`config.mk`:
```
export PLATFORM = sky130hd
export DESIGN_NAME = pnp_readout
export DESIGN_NICKNAME = d
export VERILOG_FILES = /design/src/pnp_pkg.sv /design/src/pnp_fifo.sv /design/src/pnp_ee_rd.sv /design/src/pnp_readout.sv
export SDC_FILE = /design/constraint.sdc
export NUM_CORES = 1
export LEC_CHECK = 0
export BUFFER_PORTS_ARGS = -buffer_cell sky130_fd_sc_hd__buf_2
export CORE_MARGIN = 5
export CORE_UTILIZATION = 55
export DETAILED_ROUTE_END_ITERATION = 7
export HOLD_SLACK_MARGIN = 0.05
export PLACE_DENSITY = 0.82
export REMOVE_ABC_BUFFERS = 1
export SLEW_MARGIN = 25
export SYNTH_ARGS = -nofsm -noshare
export SYNTH_HDL_FRONTEND = slang
export SYNTH_SLANG_ARGS = --single-unit
```
`constraint.sdc`:
```
create_clock -name CLK_SYS_I -period 10.2 [get_ports CLK_SYS_I]
set_input_delay 2.55 -clock CLK_SYS_I [delete_from_list [all_inputs] [get_ports CLK_SYS_I]]
set_output_delay 2.55 -clock CLK_SYS_I [all_outputs]
set_load 0.03 [all_outputs]
```
`src/pnp_pkg.sv`:
```
// Shared constants and types for the configuration resource readout block
`default_nettype none

package pnp_pkg;

  // ----------------------------------------------------------------
  // Timing
  // ----------------------------------------------------------------
  localparam int unsigned CLK_PERIOD_NS   = 50;
  localparam int unsigned EE_SK_HALF_NS   = 500;
  localparam int unsigned EE_SK_HALF_CYC  =
    (EE_SK_HALF_NS + CLK_PERIOD_NS - 1) / CLK_PERIOD_NS;

  // ----------------------------------------------------------------
  // Serial store word map
  // ----------------------------------------------------------------
  localparam logic [5:0] EE_W_STATION0   = 6'h00;
  localparam logic [5:0] EE_W_CFG_AB     = 6'h0E;
  localparam logic [5:0] EE_W_CFG_MODE   = 6'h0F;
  localparam logic [5:0] EE_W_VENDOR0    = 6'h10;
  localparam logic [5:0] EE_W_SERIAL0    = 6'h12;
  localparam logic [5:0] EE_W_CSUM_RES   = 6'h14;
  localparam logic [5:0] EE_W_LAST       = 6'h3F;
  localparam logic [2:0] BOOT_WORDS      = 3'h5;

  // Byte stream: identifier bytes then resource bytes, one pointer
  localparam logic [6:0] SERIAL_ID_BYTES = 7'h09;
  localparam logic [6:0] STREAM_LAST     = 7'h5F;

  // ----------------------------------------------------------------
  // Operating mode codes and status layout
  // ----------------------------------------------------------------
  localparam logic [7:0] MODE_JUMPERLESS_CODE = 8'h4A;
  localparam logic [7:0] MODE_PNP_CODE        = 8'h50;
  localparam int unsigned STATUS_READY_BIT    = 0;
  localparam logic [7:0] RES_DATA_RESET       = 8'h00;
  localparam logic [7:0] HANDLE_RESET         = 8'h00;

  // ----------------------------------------------------------------
  // Three-wire serial store framing
  // ----------------------------------------------------------------
  localparam logic [1:0] EE_OP_READ      = 2'h2;
  localparam logic [4:0] EE_CMD_BITS     = 5'h09;
  localparam logic [4:0] EE_SAMPLE_FIRST = 5'h0A;
  localparam logic [4:0] EE_FRAME_LAST   = 5'h1A;

  localparam int unsigned FIFO_DEPTH     = 4;

  typedef enum logic [1:0] {
    PNP_OPM_AUTO,
    PNP_OPM_JUMPERLESS,
    PNP_OPM_PNP
  } pnp_opmode_e;

  typedef enum logic [1:0] {
    PNP_CS_SLEEP,
    PNP_CS_ISOL,
    PNP_CS_CONFIG
  } pnp_card_e;

  typedef struct packed {
    logic [47:0] station;
    logic [7:0]  cfg_a;
    logic [7:0]  cfg_b;
    logic [7:0]  cfg_c;
    pnp_opmode_e mode;
  } pnp_cfg_s;

endpackage

`default_nettype wire

```
`src/pnp_fifo.sv`:
```
// Small flip-flop FIFO with valid/ready on both sides and a flush
`default_nettype none

module pnp_fifo #(
  parameter int unsigned WIDTH = 8,
  parameter int unsigned DEPTH = 4
) (
  // Clock and reset
  input  wire logic             clk_i,
  input  wire logic             rst_i,
  input  wire logic             flush_i,
  // Fill side
  input  wire logic             in_valid_i,
  output logic                  in_ready_o,
  input  wire logic [WIDTH-1:0] in_data_i,
  // Drain side
  output logic                  out_valid_o,
  input  wire logic             out_ready_i,
  output logic      [WIDTH-1:0] out_data_o
);

  localparam int unsigned AW = (DEPTH > 1) ? $clog2(DEPTH) : 1;
  localparam int unsigned CW = $clog2(DEPTH + 1);
  localparam logic [CW-1:0] FULL_CNT = CW'(DEPTH);
  localparam logic [AW-1:0] LAST_IX  = AW'(DEPTH - 1);

  logic [WIDTH-1:0] mem [DEPTH];
  logic [AW-1:0]    wr_ix;
  logic [AW-1:0]    rd_ix;
  logic [CW-1:0]    count;

  wire push = in_valid_i && in_ready_o;
  wire pop  = out_valid_o && out_ready_i;

  assign in_ready_o  = (count != FULL_CNT) && !flush_i;
  assign out_valid_o = (count != '0) && !flush_i;
  assign out_data_o  = mem[rd_ix];

  // ----------------------------------------------------------------
  // Storage
  // ----------------------------------------------------------------
  for (genvar g = 0; g < DEPTH; g++) begin : g_entry
    always_ff @(posedge clk_i or posedge rst_i) begin
      if (rst_i)
        mem[g] <= '0;
      else if (push && wr_ix == AW'(g))
        mem[g] <= in_data_i;
    end
  end

  // ----------------------------------------------------------------
  // Pointers
  // ----------------------------------------------------------------
  always_ff @(posedge clk_i or posedge rst_i) begin
    if (rst_i) begin
      wr_ix <= '0;
      rd_ix <= '0;
      count <= '0;
    end else if (flush_i) begin
      wr_ix <= '0;
      rd_ix <= '0;
      count <= '0;
    end else begin
      if (push)
        wr_ix <= (wr_ix == LAST_IX) ? '0 : wr_ix + 1'b1;
      if (pop)
        rd_ix <= (rd_ix == LAST_IX) ? '0 : rd_ix + 1'b1;
      if (push && !pop)
        count <= count + 1'b1;
      else if (pop && !push)
        count <= count - 1'b1;
    end
  end

endmodule

`default_nettype wire

```
`src/pnp_ee_rd.sv`:
```
// Three-wire serial store word reader: start, read opcode, address, 16 data bits
`default_nettype none

module pnp_ee_rd
  import pnp_pkg::*;
(
  // Clock and reset
  input  wire logic        clk_i,
  input  wire logic        rst_i,
  // Word request
  input  wire logic        req_i,
  input  wire logic [5:0]  addr_i,
  output logic             busy_o,
  output logic             done_o,
  output logic      [15:0] word_o,
  // Serial store pins
  output logic             ee_cs_o,
  output logic             ee_sk_o,
  output logic             ee_di_o,
  input  wire logic        ee_do_i
);

  localparam logic [3:0] HALF_LAST = 4'(EE_SK_HALF_CYC - 1);

  logic [3:0] div;
  logic [4:0] idx;
  logic [8:0] cmd;

  wire half_end  = busy_o && (div == HALF_LAST);
  wire low_end   = half_end && !ee_sk_o;
  wire high_end  = half_end && ee_sk_o;
  wire sample    = low_end && (idx >= EE_SAMPLE_FIRST) && (idx < EE_FRAME_LAST);
  wire frame_end = high_end && (idx == EE_FRAME_LAST);

  // Last period keeps select low to give the part its deselect time
  assign ee_cs_o = busy_o && (idx != EE_FRAME_LAST);
  assign ee_di_o = busy_o && (idx < EE_CMD_BITS) && cmd[8];

  always_ff @(posedge clk_i or posedge rst_i) begin
    if (rst_i) begin
      busy_o  <= 1'b0;
      done_o  <= 1'b0;
      ee_sk_o <= 1'b0;
      div     <= '0;
      idx     <= '0;
      cmd     <= '0;
      word_o  <= '0;
    end else begin
      done_o <= frame_end;
      if (!busy_o) begin
        if (req_i) begin
          busy_o <= 1'b1;
          div    <= '0;
          idx    <= '0;
          cmd    <= {1'b1, EE_OP_READ, addr_i};
        end
      end else begin
        div <= half_end ? '0 : div + 1'b1;
        if (sample)
          word_o <= {word_o[14:0], ee_do_i};
        if (low_end)
          ee_sk_o <= 1'b1;
        if (high_end) begin
          ee_sk_o <= 1'b0;
          idx     <= idx + 1'b1;
          cmd     <= {cmd[7:0], 1'b0};
        end
        if (frame_end)
          busy_o <= 1'b0;
      end
    end
  end

endmodule

`default_nettype wire

```
`src/pnp_readout.sv`:
```
// Configuration resource-data readout: card state, serial store, byte register
//
// How it works
// - Resource bytes are returned and read only while the card is in Config.
// - Config is entered on isolation win with handle, or matching wake.
// - Identifier and resource bytes form one stream behind one pointer.
// - Every wake command returns the pointer to the identifier start.
// - Identifier after wake gives true vendor and serial bytes; checksum may not.
// - Config entered from isolation gives resource data on the first read.
// - Eight bits gather in the data register, then status bit 0 sets.
// - Reading the data register clears bit 0 and shifts in the next byte.
// - Store map: vendor 10H-11H, serial 12H-13H, checksum 14H low, resource after.
// - Word 0FH high byte picks mode: 4AH jumperless, 50H plug-in, else auto.
// - Each byte is shifted bit 0 first through bit 7 last.
// - After reset or config reset the store is loaded; host waits 2 ms.
`default_nettype none

module pnp_readout
  import pnp_pkg::*;
(
  // Clock and reset
  input  wire logic       CLK_SYS_I,
  input  wire logic       SYS_RST_I,
  // Card state events from isolation and command decode
  input  wire logic       ISO_WIN_I,
  input  wire logic [7:0] ISO_HANDLE_I,
  input  wire logic       WAKE_I,
  input  wire logic [7:0] WAKE_DATA_I,
  input  wire logic       CFG_RESET_I,
  // Resource data and status registers
  input  wire logic       RES_RD_I,
  output logic      [7:0] RES_DATA_O,
  output logic      [7:0] STATUS_O,
  // Card state and loaded configuration
  output pnp_card_e       CARD_STATE_O,
  output logic      [7:0] HANDLE_O,
  output logic            LOAD_BUSY_O,
  output pnp_cfg_s        CFG_O,
  // Serial store pins
  output logic            EE_CS_O,
  output logic            EE_SK_O,
  output logic            EE_DI_O,
  input  wire logic       EE_DO_I
);

  // ----------------------------------------------------------------
  // Declarations
  // ----------------------------------------------------------------
  pnp_card_e   card;
  pnp_card_e   next_card;
  logic [7:0]  handle;
  logic [6:0]  fetch_ptr;
  logic [2:0]  load_ix;
  logic        load_busy;
  logic        req_load;
  logic        req_hi;
  logic        stale;
  logic        ready;
  logic        sh_busy;
  logic [2:0]  sh_cnt;
  logic [7:0]  sh_src;
  logic [7:0]  res_data;
  pnp_cfg_s    cfg;

  logic        ee_busy;
  logic        ee_done;
  logic [15:0] ee_word;
  logic        fifo_in_ready;
  logic        fifo_out_valid;
  logic [7:0]  fifo_out_data;

  // ----------------------------------------------------------------
  // Card state decode
  // ----------------------------------------------------------------
  wire in_config = (card == PNP_CS_CONFIG);
  wire iso_win   = ISO_WIN_I && (card == PNP_CS_ISOL);
  wire wake_hit  = WAKE_I && (handle != HANDLE_RESET) && (WAKE_DATA_I == handle);
  wire wake_iso  = WAKE_I && (handle == HANDLE_RESET) && (WAKE_DATA_I == HANDLE_RESET);
  wire flush     = WAKE_I || iso_win || CFG_RESET_I;

  always_comb begin
    next_card = card;
    case (card)
      PNP_CS_SLEEP: begin
        if (wake_hit)
          next_card = PNP_CS_CONFIG;
        else if (wake_iso)
          next_card = PNP_CS_ISOL;
      end
      PNP_CS_ISOL: begin
        if (iso_win)
          next_card = PNP_CS_CONFIG;
        else if (WAKE_I)
          next_card = wake_iso ? PNP_CS_ISOL : PNP_CS_SLEEP;
      end
      PNP_CS_CONFIG: begin
        if (WAKE_I && !wake_hit)
          next_card = wake_iso ? PNP_CS_ISOL : PNP_CS_SLEEP;
      end
      default: next_card = PNP_CS_SLEEP;
    endcase
    if (CFG_RESET_I)
      next_card = PNP_CS_SLEEP;
  end

  always_ff @(posedge CLK_SYS_I or posedge SYS_RST_I) begin
    if (SYS_RST_I) begin
      card   <= PNP_CS_SLEEP;
      handle <= HANDLE_RESET;
    end else begin
      card <= next_card;
      if (iso_win)
        handle <= ISO_HANDLE_I;
    end
  end

  // ----------------------------------------------------------------
  // Store request arbitration
  // ----------------------------------------------------------------
  // Boot word list
  wire [5:0] boot_addr = (load_ix == 3'h3) ? EE_W_CFG_AB :
                         (load_ix == 3'h4) ? EE_W_CFG_MODE :
                         EE_W_STATION0 + 6'(load_ix);
  wire [5:0] stream_addr = EE_W_VENDOR0 + 6'(fetch_ptr[6:1]);
  // Fetch only in Config
  // Done cycle waits: boot index and queue count catch up on that edge
  wire stream_req = in_config && !load_busy && !ee_busy && !ee_done && !flush &&
                    (fetch_ptr <= STREAM_LAST) && fifo_in_ready;
  wire load_req   = load_busy && !ee_busy && !ee_done && !CFG_RESET_I;
  wire ee_req     = load_req || stream_req;
  wire [5:0] ee_addr = load_busy ? boot_addr : stream_addr;
  wire [7:0] ee_byte = req_hi ? ee_word[15:8] : ee_word[7:0];
  // Checksum byte passed on as stored
  wire push = ee_done && !req_load && !stale;

  always_ff @(posedge CLK_SYS_I or posedge SYS_RST_I) begin
    if (SYS_RST_I) begin
      fetch_ptr <= '0;
      req_load  <= 1'b0;
      req_hi    <= 1'b0;
      stale     <= 1'b0;
    end else begin
      if (ee_req) begin
        req_load <= load_busy;
        req_hi   <= fetch_ptr[0];
      end
      // A word in flight across a pointer reset must not enter the stream
      if (flush && ee_busy)
        stale <= 1'b1;
      else if (ee_done)
        stale <= 1'b0;
      if (WAKE_I || CFG_RESET_I)
        fetch_ptr <= '0;
      else if (iso_win)
        fetch_ptr <= SERIAL_ID_BYTES;
      else if (stream_req)
        fetch_ptr <= fetch_ptr + 1'b1;
    end
  end

  // ----------------------------------------------------------------
  // Initial configuration load
  // ----------------------------------------------------------------
  // Mode code decode
  wire [7:0] mode_code = ee_word[15:8];
  wire pnp_opmode_e mode_dec = (mode_code == MODE_JUMPERLESS_CODE) ? PNP_OPM_JUMPERLESS :
                               (mode_code == MODE_PNP_CODE) ? PNP_OPM_PNP : PNP_OPM_AUTO;
  // A word fetched across a config reset is dropped
  wire load_take = ee_done && req_load && !stale;

  always_ff @(posedge CLK_SYS_I or posedge SYS_RST_I) begin
    if (SYS_RST_I) begin
      load_busy <= 1'b1;
      load_ix   <= '0;
      cfg       <= '0;
    end else if (CFG_RESET_I) begin
      load_busy <= 1'b1;
      load_ix   <= '0;
    end else if (load_take) begin
      case (load_ix)
        3'h0: cfg.station[15:0]  <= ee_word;
        3'h1: cfg.station[31:16] <= ee_word;
        3'h2: cfg.station[47:32] <= ee_word;
        3'h3: begin
          cfg.cfg_a <= ee_word[7:0];
          cfg.cfg_b <= ee_word[15:8];
        end
        3'h4: begin
          cfg.cfg_c <= ee_word[7:0];
          cfg.mode  <= mode_dec;
        end
        default: cfg <= cfg;
      endcase
      load_ix <= load_ix + 1'b1;
      if (load_ix == BOOT_WORDS - 3'h1)
        load_busy <= 1'b0;
    end
  end

  // ----------------------------------------------------------------
  // Byte assembly into the resource data register
  // ----------------------------------------------------------------
  // Reads outside Config have no effect
  wire rd_ok   = RES_RD_I && in_config;
  wire pop     = fifo_out_valid && !sh_busy && !ready && in_config;
  wire sh_last = sh_busy && (sh_cnt == 3'h7);

  always_ff @(posedge CLK_SYS_I or posedge SYS_RST_I) begin
    if (SYS_RST_I) begin
      sh_busy  <= 1'b0;
      sh_cnt   <= '0;
      sh_src   <= '0;
      res_data <= RES_DATA_RESET;
    end else if (flush) begin
      sh_busy <= 1'b0;
      sh_cnt  <= '0;
    end else if (pop) begin
      sh_busy <= 1'b1;
      sh_cnt  <= '0;
      sh_src  <= fifo_out_data;
    end else if (sh_busy) begin
      res_data <= {sh_src[0], res_data[7:1]};
      sh_src   <= {1'b0, sh_src[7:1]};
      sh_cnt   <= sh_cnt + 1'b1;
      if (sh_last)
        sh_busy <= 1'b0;
    end
  end

  always_ff @(posedge CLK_SYS_I or posedge SYS_RST_I) begin
    if (SYS_RST_I)
      ready <= 1'b0;
    else if (flush)
      ready <= 1'b0;
    else if (sh_last)
      ready <= 1'b1;
    else if (rd_ok)
      ready <= 1'b0;
  end

  // ----------------------------------------------------------------
  // Outputs
  // ----------------------------------------------------------------
  // Flag held clear while shifting
  assign STATUS_O     = {7'h00, ready && in_config};
  assign RES_DATA_O   = res_data;
  assign CARD_STATE_O = card;
  assign HANDLE_O     = handle;
  assign LOAD_BUSY_O  = load_busy;
  assign CFG_O        = cfg;

  // ----------------------------------------------------------------
  // Submodules
  // ----------------------------------------------------------------
  pnp_ee_rd u_ee (
    .clk_i   (CLK_SYS_I),
    .rst_i   (SYS_RST_I),
    .req_i   (ee_req),
    .addr_i  (ee_addr),
    .busy_o  (ee_busy),
    .done_o  (ee_done),
    .word_o  (ee_word),
    .ee_cs_o (EE_CS_O),
    .ee_sk_o (EE_SK_O),
    .ee_di_o (EE_DI_O),
    .ee_do_i (EE_DO_I)
  );

  pnp_fifo #(
    .WIDTH (8),
    .DEPTH (FIFO_DEPTH)
  ) u_fifo (
    .clk_i       (CLK_SYS_I),
    .rst_i       (SYS_RST_I),
    .flush_i     (flush),
    .in_valid_i  (push),
    .in_ready_o  (fifo_in_ready),
    .in_data_i   (ee_byte),
    .out_valid_o (fifo_out_valid),
    .out_ready_i (pop),
    .out_data_o  (fifo_out_data)
  );

endmodule

`default_nettype wire

```
; ---- Yosys cells after proc, flatten, opt, wreduce, memory -nomap -nowiden
; Index checks and enable logic that the tools add are counted.
[classes]
n_addsub = 10
magnitude_cmp = 5
n_eq_ne = 22
n_mux = 62
bitwise_logic = 4
reduce_logical = 93
[ops]
columns = op, n
row1 = logical AND 1 bit, 45
row2 = 2-to-1 mux 8 bit, 5
row3 = 2-to-1 mux 2 bit, 14
row4 = 2-to-1 mux 9 bit, 3
row5 = 2-to-1 mux 3 bit, 8
row6 = 2-to-1 mux 7 bit, 3
row7 = AND reduction 3 bit, 7
row8 = 2-to-1 mux 4 bit, 5
row9 = 2-to-1 mux 1 bit, 18
row10 = binary-select mux 8 bit (select 2 bit), 1
row11 = "equality test 8 x 7 -> 1 bit, second input constant", 2
row12 = zero test 8 bit, 2
row13 = nonzero test 2 bit, 8
row14 = 2-to-1 mux 5 bit, 3
row15 = nonzero test 3 bit, 5
row16 = zero test 1 bit, 13
row17 = AND reduction 2 bit, 5
row18 = "adder 3 x 1 -> 3 bit, second input constant", 3
row19 = "equality test 2 bit, second input constant", 4
row20 = equality test 8 bit, 1
row21 = "inequality test 4 bit, second input constant", 2
row22 = nonzero test 8 bit, 1
row23 = "adder 7 x 1 -> 7 bit, second input constant", 1
row24 = "less-or-equal comparator 7 bit, second input constant", 1
row25 = 26 further kinds, 36
[word_totals]
register_bits = 195
in_bits = 23
output_inout_bits = 104
word_cells = 230

; ---- Longest topological paths before layout
[logic_depth]
depth_word = 14
depth_mapped = 11
depth_no_buf = 10

; ---- Hierarchy
; Synthesis repeated with hierarchy kept, for this count alone.
[unflattened]
hier_cells = 716
hier_area_um2 = 9502.9
[modules_own_cells]
columns = mod, instances, cells_each, area_each_um2, seq_area_each_um2
row1 = pnp_readout, 1, 429, 5652.9, 2979.1
row2 = pnp_fifo, 1, 145, 2149.6, 975.9
row3 = pnp_ee_rd, 1, 142, 1700.4, 925.9

; ---- Least setup slack after synthesis
; OpenSTA, ideal clock, no wires.
[synth_path]
path_kind = input -> register
start = input port CFG_RESET_I
end = register u_fifo.count[2]
setup_time_ps = 132
arrival_ps = 4473
required_time_ps = 10068
slack_ps = 5595
path_stages = 11
n_path_buf = 1
cell_sequence = nor2_1 > and2_1 > clkbuf_1 > nand2_1 > nor2_1 > fa_1 > inv_1 > or4b_2 > mux2i_1 > xnor2_1 > nor2_1
[synth_between]
elab_chain_len = 11
elab_cells_between_ends = 16
classes_between = mux: 2 / reduce/logical: 14
[synth_rtl]
columns = element, line
row1 = start: declaration, pnp_readout.sv:29  ; input wire logic CFG_RESET_I,
row2 = logical OR 1 bit (*), pnp_readout.sv:79  ; wire flush = WAKE_I || iso_win || CFG_RESET_I;
row3 = zero test 1 bit, "pnp_fifo.sv:35, pnp_fifo.sv:36"
row4 = logical AND 1 bit, pnp_fifo.sv:36  ; assign out_valid_o = (count != '0) && !flush_i;
row5 = logical AND 1 bit (3 in series), pnp_readout.sv:205  ; wire pop = fifo_out_valid && !sh_busy && !ready && in_config;
row6 = logical AND 1 bit, pnp_fifo.sv:33  ; wire pop = out_valid_o && out_ready_i;
row7 = zero test 1 bit, pnp_fifo.sv:68  ; if (push && !pop)
row8 = logical AND 1 bit, pnp_fifo.sv:68
row9 = 2-to-1 mux 3 bit, pnp_fifo.sv:68
row10 = 2-to-1 mux 3 bit, pnp_fifo.sv:59  ; end else if (flush_i) begin
row11 = end signal: assignment, pnp_fifo.sv:69  ; count <= count + 1'b1;
row12 = end signal: assignment, pnp_fifo.sv:71  ; count <= count - 1'b1;
row13 = end: declaration, pnp_fifo.sv:30  ; logic [CW-1:0] count;
; Every way passes the cells marked *; elsewhere a longest branch is shown, timed or not.
; A chain may end at the register's enable or synchronous reset.

; ---- Worst setup path in the final report
[layout_path]
start = input port ISO_WIN_I
end = register u_fifo.count[2]
[layout_between]
elab_chain_len = 13
elab_cells_between_ends = 18
classes_between = mux: 2 / reduce/logical: 16
[layout_rtl]
columns = element, line
row1 = start: declaration, pnp_readout.sv:25  ; input wire logic ISO_WIN_I,
row2 = logical AND 1 bit (*), pnp_readout.sv:76  ; wire iso_win = ISO_WIN_I && (card == PNP_CS_ISOL);
row3 = logical OR 1 bit (*) (2 in series), pnp_readout.sv:79
row4 = zero test 1 bit, "pnp_fifo.sv:35, pnp_fifo.sv:36"
row5 = logical AND 1 bit, pnp_fifo.sv:36
row6 = logical AND 1 bit (3 in series), pnp_readout.sv:205
row7 = logical AND 1 bit, pnp_fifo.sv:33
row8 = zero test 1 bit, pnp_fifo.sv:68
row9 = logical AND 1 bit, pnp_fifo.sv:68
row10 = 2-to-1 mux 3 bit, pnp_fifo.sv:68
row11 = 2-to-1 mux 3 bit, pnp_fifo.sv:59
; Marked as above.

==> results by group <==
Outcome
  – Status: complete, no violations

Place
  – Dpl hpwl: 12000 microns
  – Cell Area, Placed: 9380 sq um
  – GPL Wtd Cong: 0.828
  – Port Buf Inserts: between 100 and 150

Floorplanning
  – Die Span X: 135 microns
  – Placeable Area: 15300 sq um
  – Top Ports: 127
  – Die area: between 15000 and 20000 sq um
  – Die H: 135 microns
  – Rows: 45
  – Initial Utilization: 56.4%

Clock network
  – Post-CTS Setup Bufs: 0
  – Total CTS buffers: 17
  – Root Driver: clkbuf_16
  – CTS clk-pin slew, worst paths: 0.07 ns
  – Post-cts sizing count: 0
  – Max clock buf depth: 2
  – Hold Buf Count CTS: 0
  – CTS tree: built
  – Max H-tree Level: 4
  – Clk_lat worst skew: 0.43 ns
  – Clk sink count: 195

Cells and area
  – Storage cell area: 4880 sq um
  – Most common cell after layout, fill and taps aside: dfrtp_1
  – Area of the multi-input gates: 3530 sq um
  – Ant diodes: 0
  – FILL cells: 1176
  – Final core utilization: 65.1%
  – Area growth, synth to finish: 15.3%
  – Final Cell Area: 9960 sq um
  – Most frequent cells in the layout: dfrtp_1 (194), buf_2 (119), mux2_2 (105)
  – Nets@finish: 853
  – Layout cells sized above 1: 33.9%

Route
  – Router iterations before antenna repair: 4
  – Vias per cell: about 5.5
  – Avg WL per Cell: 17.3 microns
  – Routed WL: 17900 microns
  – Residual DRC: 0
  – DRT iter0 DRCs: 341
  – DR vias: 5699
  – Post-route ant nets: 0

Job
  – Max_cap viols: 0

Worst setup path
  – Max FO, Critical Path: 13
  – CP required: 10.49 ns
  – RR Startpoint: CARD_STATE_O[0]$_DFFE_PP0P_
  – CP bufs+invs: 2
  – CP arrival: 4.96 ns
  – Most used cell, CP: nor2_1
  – Startpoint types: primary input
  – Cells along the critical path: buf_2 > nand3b_1 > and2_1 > nand2_1 > nor2_1 > fa_1 > inv_1 > or4b_2 > mux2i_1 > xnor2_1 > nor2_1
  – CP peak stage delay: roughly 0.66 ns
  – Critical path type: in -> reg
  – Crit. Startpoint: ISO_WIN_I
  – Top delay family on crit path: simple AND/OR/NAND/NOR gates
  – Worst path slowest cell: or4b_2
  – Critical path capture point type: flip-flop

Timing
  – Max-slew violations: 0
  – Slew headroom: approximately 40%
  – RSZ-0062 raised after global routing: false
  – Final Hold Viols: 0
  – Clk_skew: 0.0130 ns
  – Worst-margin pin slew: 0.914 ns
  – Setup-failing EPs final: 0
  – Final min period: 4.66 ns
  – Hold_ws: 0.479 ns
  – TNS Setup: 0 ns
  – Final worst-path cycle share: 45.7%
  – Max Clock Freq: 214 MHz

Pwr
  – Worst VDD drop: 0.113 mV
  – P per Cell Area: 165 nW/um^2
  – Leak pwr: 5.11 nW

Min path
  – Hold Path Origin: u_ee.cmd[6]$_DFFE_PP0P_
  – Min-delay worst type: reg -> reg

Synth
  – Post-synthesis async set-or-reset flop share: 100%
  – Post-synth top area share: 56.2%
  – Synthesized cell area: 8640 sq um
  – Number of synthesized flops with an enable pin: 0
  – Yosys reg bits: 195
  – Post-synth top flop: dfrtp_1
  – Netlist cell types: 59
  – Ranking of synthesized cells by area: dfrtp_1 (56%), mux2_2 (14%), mux2i_1 (3.0%), nand2_1 (2.9%), ha_1 (2.9%)
  – Sequential-to-total area share from yosys stat: 56.5%
  – Post-Syn Instances: 700
  – Average size of a mapped cell: 12.3 sq um
  – Yosys warnings: 0
  – Yosys top cell by area: dfrtp_1

Global route
  – Largest net degree at the start of global routing: ~130
  – GR Layer Usage met3: 6.20%
  – Gr usage total: 20.4%
  – Initial antenna violation count: 0
  – Vias in the first global route: 5761
  – First-pass GRT wire length: 29800 microns
  – GR Layer Usage met1: 28.1%
  – Met2 usage: 31.5%
  – Gr busiest metal: met2
  – Overflow after GRT: 0
## worst reg2reg max path, stage by stage, from the launching register on
cell,delay (ns)
dfrtp_1,0.43
nand3b_1,0.45
and2_1,0.40
nand2_1,0.09
nor2_1,0.17
fa_1,0.19
inv_1,0.05
or4b_2,0.66
mux2i_1,0.17
xnor2_1,0.13
nor2_1,0.05
## cell usage after synthesis (all sizes together) (2+ instances only)
library cell and n:
a211oi 3, a21oi 16, a31oi 3, and2 3, buf 16, clkbuf 21, dfrtp 194, ha 20
inv 23, mux2 110, mux2i 26, mux4 8, nand2 67, nand2b 4, nand3 11, nand3b 2
nand4 6, nor2 40, nor3 12, nor4 4, nor4b 3, o211ai 2, o21a 2, o21ai 48
o22ai 2, o31ai 5, or2 2, or4 6, or4b 2, xnor2 11, xor2 10
## where the power goes
| group | total [mW] | internal [mW] | switching, mW |
|---|---|---|---|
| logic | 0.140 | 0.0581 | 0.0823 |
| clock network | 0.653 | 0.339 | 0.314 |
| registers | 0.851 | 0.811 | 0.0401 |
| total | 1.64 | 1.21 | 0.436 |
## logic make-up after synthesis
group | count (synthesis) | share of synthesized area, %
AOI/OAI and AO/OA | 91 | 6.17
xor gates and xnor gates | 21 | 2.13
adders and majority gates | 21 | 3.13
buffers and inverters | 60 | 3.01
DFF | 195 | 56.5
muxes | 144 | 19.4
other | 1 | 0.0434
and+or+nand+nor | 167 | 9.60
## cell type report
type / instances / area share [%]
Clock inverter: 13 / 1.29
Tap cell: 211 / 2.65
Timing Repair Buffer: 121 / 6.13
Clock buffer: 19 / 4.55
Multi-Input combinational cell: 451 / 35.5
Sequential cell: 195 / 49.0
Inverter: 23 / 0.942
## stage by stage
step                      setup slack, ns  power, mW  cells
after global placement               5.14       1.00   1001
final                                5.54       1.64   1033
after CTS                            5.53       1.66   1033
after global routing                 5.28       1.71   1033
after floorplan                      2.34      0.963    669
after detailed placement             5.08       1.01   1001
## path summary, 6_finish.rpt
path / endpoint / slack, ns / cells past startpoint
max in group asynchronous: u_ee.word_o[5]$_DFFE_PP0P_ / 6.53 / 3
max: u_fifo.count[2]$_DFFE_PP0P_ / 5.54 / 11
max reg2reg: u_fifo.count[2]$_DFFE_PP0P_ / 7.30 / 10
min reg2reg: u_ee.cmd[7]$_DFFE_PP0P_ / 0.48 / 2
min: u_ee.cmd[7]$_DFFE_PP0P_ / 0.48 / 2
min in group asynchronous: u_ee.ee_sk_o$_DFFE_PP0P_ / 2.30 / 2
## layer usage
| metal | wire, microns | vias to the layer above |
|---|---|---|
| li1 | - | 2684 |
| met1 | 8110 | 2826 |
| met2 | 8160 | 170 |
| met3 | 1410 | 19 |
| met4 | 227 | 0 |
| met5 | 0 | - |
## sequential cells by signal, summed over array words and instances (netlist names), 3 cells and up
register      count
u_ee.cmd          9
sh_cnt            3
HANDLE_O          8
load_ix           3
u_fifo.count      3
u_fifo.mem       32
u_ee.div          4
RES_DATA_O        8
u_ee.idx          5
sh_src            8
CFG_O            74
u_ee.word_o      16
fetch_ptr         7
No activity file was read; power rests on OpenSTA's default activity.
